==> src/sibr_pkg.sv <==
// Shared constants, states and pin bundle for the stop, idle and back-up controller.
package sibr_pkg;

  // Register byte offsets on the AHB-Lite bus.
  localparam logic [7:0] OFF_KEY = 8'h00;
  localparam logic [7:0] OFF_DIV = 8'h04;
  localparam logic [7:0] OFF_IMR = 8'h08;
  localparam logic [7:0] OFF_EXTEN = 8'h0C;
  localparam logic [7:0] OFF_CMD = 8'h10;
  localparam logic [7:0] OFF_STATUS = 8'h14;

  // Field positions and reset values.
  localparam int CMD_IDLE_BIT = 0;
  localparam int CMD_STOP_BIT = 1;
  localparam logic [7:0] STOP_KEY_VALUE = 8'hA5;
  localparam logic [7:0] KEY_RESET = 8'h00;
  localparam logic [1:0] DIV_RESET = 2'h0;
  localparam logic [7:0] IMR_RESET = 8'h00;
  localparam logic [9:0] EXTEN_RESET = 10'h000;
  localparam logic [15:0] RESET_VECTOR = 16'h0100;

  // Oscillation stabilisation hold and boot strap capture, in oscillator clocks.
  localparam int STAB_CYCLES = 16;
  localparam int BOOT_CAPTURE_CYCLES = 3;

  // Reset source flags, one-hot.
  localparam logic [5:0] SRC_PIN = 6'h01;
  localparam logic [5:0] SRC_LVD = 6'h02;
  localparam logic [5:0] SRC_INTERNAL_POWER_ON_RESET = 6'h04;
  localparam logic [5:0] SRC_EXT = 6'h08;
  localparam logic [5:0] SRC_SED = 6'h10;
  localparam logic [5:0] SRC_WDT = 6'h20;

  typedef enum logic [4:0] {
    ST_RUN = 5'h01,
    ST_IDLE = 5'h02,
    ST_STOP = 5'h04,
    ST_BKUP = 5'h08,
    ST_STAB = 5'h10
  } sibr_state_e;

  // Asynchronous pin-side inputs, all synchronised before use.
  typedef struct packed {
    logic boot_sel;
    logic por_pulse;
    logic supply_ok;
    logic reset_pin;
    logic [3:0] wake_port_b_upper;
    logic [7:0] wake_port_a;
    logic [9:0] ext_irq;
  } sibr_pins_s;

endpackage

==> src/sibr_ctrl.sv <==
// Power-down mode controller: idle, stop and back-up modes with stop-mode reset selection.
`timescale 1ns/1ps
module sibr_ctrl
  import sibr_pkg::*;
#(
  parameter int STAB_CNT = STAB_CYCLES
) (
  // Clock and reset
  input wire logic clk_in,
  input wire logic arst_n_in,
  // AHB-Lite slave
  input wire logic hsel_in,
  input wire logic [31:0] haddr_in,
  input wire logic [1:0] htrans_in,
  input wire logic hwrite_in,
  input wire logic [2:0] hsize_in,
  input wire logic [31:0] hwdata_in,
  input wire logic hready_in,
  output logic [31:0] hrdata_out,
  output logic hreadyout_out,
  output logic hresp_out,
  // Asynchronous pins and supply monitors
  input wire sibr_pins_s pins_in,
  // Same-clock events
  input wire logic [7:0] internal_irq_in,
  input wire logic watchdog_ovf_in,
  input wire logic abnormal_state_in,
  // Clock and reset control
  output logic cpu_clk_en_out,
  output logic periph_clk_en_out,
  output logic osc_run_out,
  output logic sys_reset_out,
  output logic fetch_start_out,
  output logic [15:0] reset_vector_out,
  output logic port_dir_hold_out,
  output logic [1:0] clk_div_out,
  output logic idle_wake_out,
  output logic data_undefined_out,
  output logic [4:0] mode_out
);
  localparam logic [4:0] STAB_LAST = 5'(STAB_CNT - 1);

  logic rst_meta_reg;
  logic rst_n;
  sibr_pins_s pins_s;
  sibr_pins_s prev_reg;
  sibr_state_e state_reg;
  sibr_state_e state_next;
  logic [4:0] cnt_reg;
  logic rst_pend_reg;
  logic [5:0] src_reg;
  logic [5:0] src_next;
  logic go_reset;
  logic go_wake;
  logic sel_reg;
  logic [1:0] boot_cnt_reg;
  logic [7:0] key_reg;
  logic [1:0] div_reg;
  logic [7:0] imr_reg;
  logic [9:0] exten_reg;
  logic wr_pend_reg;
  logic [7:0] wadr_reg;
  logic [31:0] rd_mux;
  logic a_ok;
  logic ctl_clr;
  logic stop_exit;
  logic cmd_idle;
  logic cmd_stop;
  logic pin_hi;
  logic sup_ok;
  logic pin_rise;
  logic por_rise;
  logic ext_hit;
  logic wake_fall;
  logic irq_any;
  logic bkup_cond;

  // The reset pin itself is asynchronous; release is synchronised here.
  always_ff @(posedge clk_in or negedge arst_n_in)
  begin
    if (!arst_n_in)
    begin
      rst_meta_reg <= 1'b0;
      rst_n <= 1'b0;
    end
    else
    begin
      rst_meta_reg <= 1'b1;
      rst_n <= rst_meta_reg;
    end
  end

  sibr_sync #(
    .WIDTH($bits(sibr_pins_s))
  ) u_sync (
    .clk_in(clk_in),
    .rst_n_in(rst_n),
    .async_in(pins_in),
    .sync_out(pins_s)
  );

  always_ff @(posedge clk_in or negedge rst_n)
  begin
    if (!rst_n)
      prev_reg <= '0;
    else
      prev_reg <= pins_s;
  end

  // The boot option is a strap: taken once the synchroniser has filled.
  always_ff @(posedge clk_in or negedge rst_n)
  begin
    if (!rst_n)
    begin
      boot_cnt_reg <= 2'h0;
      sel_reg <= 1'b0;
    end
    else if (boot_cnt_reg != 2'(BOOT_CAPTURE_CYCLES))
    begin
      boot_cnt_reg <= boot_cnt_reg + 2'h1;
      sel_reg <= pins_s.boot_sel;
    end
  end

  assign pin_hi = pins_s.reset_pin;
  assign sup_ok = pins_s.supply_ok;
  assign pin_rise = pin_hi & ~prev_reg.reset_pin;
  assign por_rise = pins_s.por_pulse & ~prev_reg.por_pulse;
  assign ext_hit = |(pins_s.ext_irq & ~prev_reg.ext_irq & exten_reg);
  assign wake_fall = |({prev_reg.wake_port_b_upper, prev_reg.wake_port_a}
                       & ~{pins_s.wake_port_b_upper, pins_s.wake_port_a});
  assign irq_any = ext_hit | (|(internal_irq_in & imr_reg));
  // With select 0 the detector sleeps in stop, so a dip there is ignored.
  assign bkup_cond = ~pin_hi | (~sup_ok & ~(state_reg == ST_STOP && !sel_reg));
  assign cmd_idle = wr_pend_reg && wadr_reg == OFF_CMD && hwdata_in[CMD_IDLE_BIT];
  assign cmd_stop = wr_pend_reg && wadr_reg == OFF_CMD && hwdata_in[CMD_STOP_BIT];

  always_comb
  begin
    state_next = state_reg;
    src_next = src_reg;
    go_reset = 1'b0;
    go_wake = 1'b0;
    case (state_reg)
      ST_RUN:
      begin
        if (bkup_cond)
          state_next = ST_BKUP;
        else if (watchdog_ovf_in)
        begin
          go_reset = 1'b1;
          src_next = SRC_WDT;
        end
        else if (!sel_reg && abnormal_state_in && wake_fall)
        begin
          go_reset = 1'b1;
          src_next = SRC_SED;
        end
        else if (cmd_stop && key_reg == STOP_KEY_VALUE && !abnormal_state_in)
          state_next = ST_STOP;
        else if (cmd_idle)
          state_next = ST_IDLE;
      end
      ST_IDLE:
      begin
        if (bkup_cond)
          state_next = ST_BKUP;
        else if (watchdog_ovf_in)
        begin
          go_reset = 1'b1;
          src_next = SRC_WDT;
        end
        else if (irq_any)
          state_next = ST_RUN;
      end
      ST_STOP:
      begin
        // Only pin-side sources are seen; internal interrupts have no clock here.
        if (bkup_cond)
          state_next = ST_BKUP;
        else if (!sel_reg && por_rise)
        begin
          go_reset = 1'b1;
          src_next = SRC_INTERNAL_POWER_ON_RESET;
        end
        else if (ext_hit || wake_fall)
        begin
          go_reset = !sel_reg;
          go_wake = sel_reg;
          src_next = sel_reg ? src_reg : (ext_hit ? SRC_EXT : SRC_SED);
        end
      end
      ST_BKUP:
      begin
        if (pin_hi && sup_ok)
        begin
          go_reset = 1'b1;
          src_next = pin_rise ? SRC_PIN : SRC_LVD;
        end
      end
      ST_STAB:
      begin
        if (bkup_cond)
          state_next = ST_BKUP;
        else if (cnt_reg == STAB_LAST)
          state_next = ST_RUN;
      end
      default:
        state_next = ST_RUN;
    endcase
    if (go_reset || go_wake)
      state_next = ST_STAB;
  end

  always_ff @(posedge clk_in or negedge rst_n)
  begin
    if (!rst_n)
    begin
      state_reg <= ST_STAB;
      rst_pend_reg <= 1'b1;
      src_reg <= SRC_PIN;
    end
    else
    begin
      state_reg <= state_next;
      rst_pend_reg <= (state_next == ST_STAB) &&
                      (go_reset || (state_reg == ST_STAB && rst_pend_reg));
      src_reg <= src_next;
    end
  end

  // Stabilisation counter restarts on every entry to the hold state.
  always_ff @(posedge clk_in or negedge rst_n)
  begin
    if (!rst_n)
      cnt_reg <= 5'h00;
    else if (state_reg == ST_STAB && state_next == ST_STAB)
      cnt_reg <= cnt_reg + 5'h01;
    else
      cnt_reg <= 5'h00;
  end

  always_ff @(posedge clk_in or negedge rst_n)
  begin
    if (!rst_n)
    begin
      fetch_start_out <= 1'b0;
      reset_vector_out <= RESET_VECTOR;
      data_undefined_out <= 1'b0;
      idle_wake_out <= 1'b0;
    end
    else
    begin
      fetch_start_out <= state_reg == ST_STAB && rst_pend_reg && state_next == ST_RUN;
      reset_vector_out <= RESET_VECTOR;
      if (go_reset)
        data_undefined_out <= src_next == SRC_INTERNAL_POWER_ON_RESET;
      idle_wake_out <= state_reg == ST_IDLE && state_next == ST_RUN;
    end
  end

  assign sys_reset_out = rst_pend_reg;
  assign cpu_clk_en_out = state_reg == ST_RUN;
  assign periph_clk_en_out = state_reg == ST_RUN || state_reg == ST_IDLE;
  assign osc_run_out = !(state_reg == ST_STOP || state_reg == ST_BKUP);
  assign port_dir_hold_out = state_reg == ST_IDLE;
  assign clk_div_out = div_reg;
  assign mode_out = state_reg;

  // Bus slave: zero wait states, reads registered in the address phase.
  assign a_ok = hsel_in && htrans_in[1] && hready_in;
  assign hreadyout_out = 1'b1;
  assign hresp_out = 1'b0;
  assign ctl_clr = state_reg == ST_STAB && rst_pend_reg;
  assign stop_exit = state_reg == ST_STOP && state_next != ST_STOP;

  always_comb
  begin
    rd_mux = 32'h0000_0000;
    case (haddr_in[7:0])
      OFF_KEY: rd_mux = {24'h0, key_reg};
      OFF_DIV: rd_mux = {30'h0, div_reg};
      OFF_IMR: rd_mux = {24'h0, imr_reg};
      OFF_EXTEN: rd_mux = {22'h0, exten_reg};
      OFF_STATUS: rd_mux = {19'h0, data_undefined_out, src_reg, sel_reg, state_reg};
      default: rd_mux = 32'h0000_0000;
    endcase
  end

  always_ff @(posedge clk_in or negedge rst_n)
  begin
    if (!rst_n)
    begin
      wr_pend_reg <= 1'b0;
      wadr_reg <= 8'h00;
      hrdata_out <= 32'h0000_0000;
    end
    else
    begin
      wr_pend_reg <= a_ok && hwrite_in && hsize_in == 3'h2;
      if (a_ok)
        wadr_reg <= haddr_in[7:0];
      if (a_ok && !hwrite_in)
        hrdata_out <= rd_mux;
    end
  end

  // Control registers fall back to defaults on every system reset.
  always_ff @(posedge clk_in or negedge rst_n)
  begin
    if (!rst_n)
    begin
      key_reg <= KEY_RESET;
      div_reg <= DIV_RESET;
      exten_reg <= EXTEN_RESET;
    end
    else if (ctl_clr)
    begin
      key_reg <= KEY_RESET;
      div_reg <= DIV_RESET;
      exten_reg <= EXTEN_RESET;
    end
    else
    begin
      if (stop_exit)
        key_reg <= KEY_RESET;
      else if (wr_pend_reg && wadr_reg == OFF_KEY)
        key_reg <= hwdata_in[7:0];
      if (wr_pend_reg && wadr_reg == OFF_DIV)
        div_reg <= hwdata_in[1:0];
      if (wr_pend_reg && wadr_reg == OFF_EXTEN)
        exten_reg <= hwdata_in[9:0];
    end
  end

  // The mask register has no hardware default beyond power-up.
  always_ff @(posedge clk_in or negedge rst_n)
  begin
    if (!rst_n)
      imr_reg <= IMR_RESET;
    else if (wr_pend_reg && wadr_reg == OFF_IMR)
      imr_reg <= hwdata_in[7:0];
  end

  a_stop_key_gate: assert property (@(posedge clk_in) disable iff (!rst_n)
    state_reg == ST_RUN && cmd_stop && key_reg != STOP_KEY_VALUE |=> state_reg != ST_STOP)
    else $error("stop entered without key");

  a_key_cleared: assert property (@(posedge clk_in) disable iff (!rst_n)
    state_reg == ST_STOP ##1 state_reg != ST_STOP |-> key_reg == KEY_RESET)
    else $error("stop key not cleared on release");

  a_backup_entry: assert property (@(posedge clk_in) disable iff (!rst_n)
    (state_reg == ST_RUN || state_reg == ST_IDLE) && !pin_hi |=> state_reg == ST_BKUP && !osc_run_out)
    else $error("back-up not entered on pin low");

  a_backup_hold: assert property (@(posedge clk_in) disable iff (!rst_n)
    state_reg == ST_BKUP && !sup_ok |=> state_reg == ST_BKUP)
    else $error("back-up left without supply");

  a_reset_width: assert property (@(posedge clk_in) disable iff (!rst_n)
    $rose(sys_reset_out) && !bkup_cond |-> sys_reset_out[*8] ##1 sys_reset_out[*8])
    else $error("system reset shorter than sixteen clocks");

  a_idle_clocks: assert property (@(posedge clk_in) disable iff (!rst_n)
    state_reg == ST_IDLE |-> !cpu_clk_en_out && periph_clk_en_out && port_dir_hold_out)
    else $error("idle clock gating wrong");

  a_idle_wake: assert property (@(posedge clk_in) disable iff (!rst_n)
    state_reg == ST_IDLE && irq_any && !bkup_cond && !watchdog_ovf_in
    |=> state_reg == ST_RUN && idle_wake_out && div_reg == $past(div_reg))
    else $error("idle not released by interrupt");

  a_stop_ext_rst: assert property (@(posedge clk_in) disable iff (!rst_n)
    state_reg == ST_STOP && !sel_reg && ext_hit && !bkup_cond && !por_rise
    |=> sys_reset_out ##16 fetch_start_out)
    else $error("external interrupt in stop did not reset");

  a_stop_wake_only: assert property (@(posedge clk_in) disable iff (!rst_n)
    state_reg == ST_STOP && sel_reg && (ext_hit || wake_fall) && !bkup_cond
    |=> state_reg == ST_STAB && !sys_reset_out)
    else $error("select 1 release produced a reset");

  a_fetch_vector: assert property (@(posedge clk_in) disable iff (!rst_n)
    fetch_start_out |-> $past(sys_reset_out) && reset_vector_out == 16'h0100 && cpu_clk_en_out)
    else $error("fetch without reset vector");

endmodule

==> src/sibr_sync.sv <==
// Two-flop synchroniser for a bundle of asynchronous levels.
`timescale 1ns/1ps
module sibr_sync #(
  parameter int WIDTH = 1
) (
  // Clock and reset
  input wire logic clk_in,
  input wire logic rst_n_in,
  // Data
  input wire logic [WIDTH-1:0] async_in,
  output logic [WIDTH-1:0] sync_out
);
  logic [WIDTH-1:0] meta_reg;

  always_ff @(posedge clk_in or negedge rst_n_in)
  begin
    if (!rst_n_in)
    begin
      meta_reg <= '0;
      sync_out <= '0;
    end
    else
    begin
      meta_reg <= async_in;
      sync_out <= meta_reg;
    end
  end
endmodule

==> config.mk <==
export PLATFORM = sky130hd
export DESIGN_NAME = sibr_ctrl
export DESIGN_NICKNAME = d
export VERILOG_FILES = /design/src/sibr_pkg.sv /design/src/sibr_ctrl.sv /design/src/sibr_sync.sv
export SDC_FILE = /design/constraint.sdc
export NUM_CORES = 1
export LEC_CHECK = 0
export ABC_CLOCK_PERIOD_IN_PS = 5600
export BUFFER_PORTS_ARGS = -buffer_cell sky130_fd_sc_hd__buf_2
export CAP_MARGIN = 20
export CORE_MARGIN = 1
export CORE_UTILIZATION = 32
export CTS_CLUSTER_DIAMETER = 60
export DETAILED_ROUTE_END_ITERATION = 6
export GPL_ROUTABILITY_DRIVEN = 0
export MAX_ROUTING_LAYER = met4
export SYNTH_ARGS = -nofsm -noshare
export SYNTH_HDL_FRONTEND = slang
export SYNTH_SLANG_ARGS = --single-unit
==> constraint.sdc <==
create_clock -name clk_in -period 5.6 [get_ports clk_in]
set_input_delay 1.4 -clock clk_in [delete_from_list [all_inputs] [get_ports clk_in]]
set_output_delay 1.4 -clock clk_in [all_outputs]
set_load 0.05 [all_outputs]
==> flow_metrics.tcl <==
set metrics [dict create \
    status "complete, no violations" \
    clkLatencyLatePin_ns 0.42 \
    total_power_mw 2.805 \
    cellLeakagePower_nw 3.434 \
    hold_viol_final 0 \
    fp-row-count 50 \
    fin_skew_ns 0.01360 \
    fillers 1835 \
    ys_ff_latch 151 \
    slew_violations 0 \
    hold_buffers 0 \
    synth_edf_count 0 \
    finalSetupViolCount 0 \
    die_w_um 141.1 \
    worst-setup-path-type "reg2out" \
    critPathMaxFanout 10 \
    final_common_cell "dfrtp_1" \
    yosys.area.top_type "dfrtp_1" \
    grt_pass1_vias 4324 \
    syn2layout_area_growth_pct 18.52 \
    use_met3_pct 4.246 \
    dp.cells 853 \
    cp-end-kind "primary output" \
    fin_crit_ns 3.529 \
    ir_drop_v 0.0001989 \
    drt_pre_antenna_iters 7 \
    hold_class "reg2reg" \
    path_clk_slew_ns 0.06 \
    final_util_pct 38.96 \
    initialDrtViolationCount 292 \
    yosysUniqueCellTypes 69 \
    wirelength_um 13860 \
    final_cell_mix "147 x dfrtp_1, 90 x buf_2, 63 x nand2_1" \
    setup_tns_ns 0 \
    vias 4233 \
    grt_util_met2_pct 24.65 \
    fmax_ghz 0.2834 \
    cts_tree "built" \
    startpoint_type "register" \
    maxSlewHeadroom_pct 34.97 \
    period_share_pct 63.01 \
    synth_top_area_share_pct 59.83 \
    cp_data_arrival_time_ns 2.13 \
    synthFlopType "dfrtp_1" \
    tightest_slew_ns 0.9674 \
    coreArea_um2 18830 \
    numCtsBuffers 17 \
    rsz0062_at_grt "false" \
    diodes 0 \
    boundaryPins 175 \
    die_h_um 141.1 \
    avgSynthCellArea_um2 11.93 \
    cp.required_ns 4.20 \
    drc 0 \
    netlist_area_um2 6190 \
    clockBufferDepth 2 \
    r2r_slack_ns 3.27 \
    clkSinkCount 151 \
    viasPerCell 4.783 \
    die_area_um2 19900 \
    grt_first_pass_wirelength_um 22780 \
    fin_cells 885 \
    yosysWarningCount 0 \
    syn_inst 519 \
    postCtsSetupBuffers 0 \
    overflow 0 \
    met1_usage_pct 19.18 \
    grt_max_degree 57 \
    layout-drive-gt1-share_pct 26.88 \
    htreeDepth 4 \
    ys_seq_area_share_pct 61.11 \
    power_density_nw_per_um2 382.3 \
    antenna_found_initial 0 \
    ys_async_sr_fraction_pct 100.0 \
    cts_root_buffer "clkbuf_16" \
    grt_busiest_layer "met2" \
    numPortBuffers 90 \
    fin_nets 725 \
    antenna_left 0 \
    start_util_pct 32.87 \
    cap_violations 0 \
    wl_per_cell_um 15.67 \
    place_hpwl_um 10280 \
    track_usage_pct 15.72 \
    ys_top_cells_by_area "dfrtp_1 60%, buf_4 4.6%, mux2_2 4.0%" \
    ctsResizeCount 0 \
]
## synthesized netlist by cell type (13+ instances only)
library cell / count
nor2_1: 22
nor3_1: 19
nand2_1: 63
mux2_2: 22
o21ai_0: 19
buf_4: 38
a21oi_1: 14
dfrtp_1: 148
a22oi_1: 13
nand2b_1: 13
## metal layers
metal	vias to the layer above	wire length (um)
met2	189	6711
met3	19	963
met4	0	214
met1	2078	5975
met5	-	0
li1	1947	-
## layout make-up
class                   count  area, um2  share of cell area, %
well taps                 260      325.3                  4.435
multi-input cells         339       2137                  29.13
repair buffers             92      465.4                  6.345
flip-flops and latches    151       3786                  51.61
inverters                  11      41.29                 0.5629
clock buffers              19      432.9                  5.901
clock inverters            13      147.6                  2.013
## cell families after synthesis
| group | Yosys count | share of synthesized area [%] |
|---|---|---|
| and+or+nand+nor | 169 | 14.60 |
| other | 2 | 0.1213 |
| AOI/OAI and AO/OA | 91 | 10.31 |
| adders and majority gates | 3 | 0.6065 |
| xor gates and xnor gates | 4 | 0.5661 |
| DFF | 151 | 61.11 |
| muxes | 34 | 6.145 |
| buffers and inverters | 65 | 6.549 |
## power breakdown
part / leakage, nW / total, mW / internal (mW) / switching, mW
Clock: 0.283 / 1.11 / 0.662 / 0.452
Sequential: 1.88 / 1.24 / 1.16 / 0.0749
Combinational: 1.27 / 0.453 / 0.151 / 0.302
## final timing paths
| path | startpoint | endpoint | cells after the start |
|---|---|---|---|
| hold / removal | u_sync.meta_reg[7] | u_sync.sync_out[7] | 0 |
| hold reg to reg | u_sync.meta_reg[7] | u_sync.sync_out[7] | 0 |
| setup reg to reg | exten_reg[1] | mode_out[1] | 6 |
| max in group asynchronous | rst_n | sel_reg | 1 |
| setup / recovery | mode_out[0] | periph_clk_en_out | 3 |
| min in group asynchronous | rst_n | u_sync.meta_reg[3] | 0 |
## through the flow
step                hold WS (ns)  instance area (um2)  setup slack (ns)
global route              0.3520                 7336             1.952
finish                    0.3465                 7336             2.071
CTS                       0.3482                 7336             2.042
floorplan                 0.3312                 6325             1.086
detailed placement        0.3347                 6755             2.325
global placement          0.3324                 6755             2.388
## critical path, cell delays in order, from the launching register on
cell and delay [ns]:
dfrtp_1 0.61, or2b_2 0.38, a21oi_1 0.38, buf_2 0.34
(Power assumes the default switching activity.)
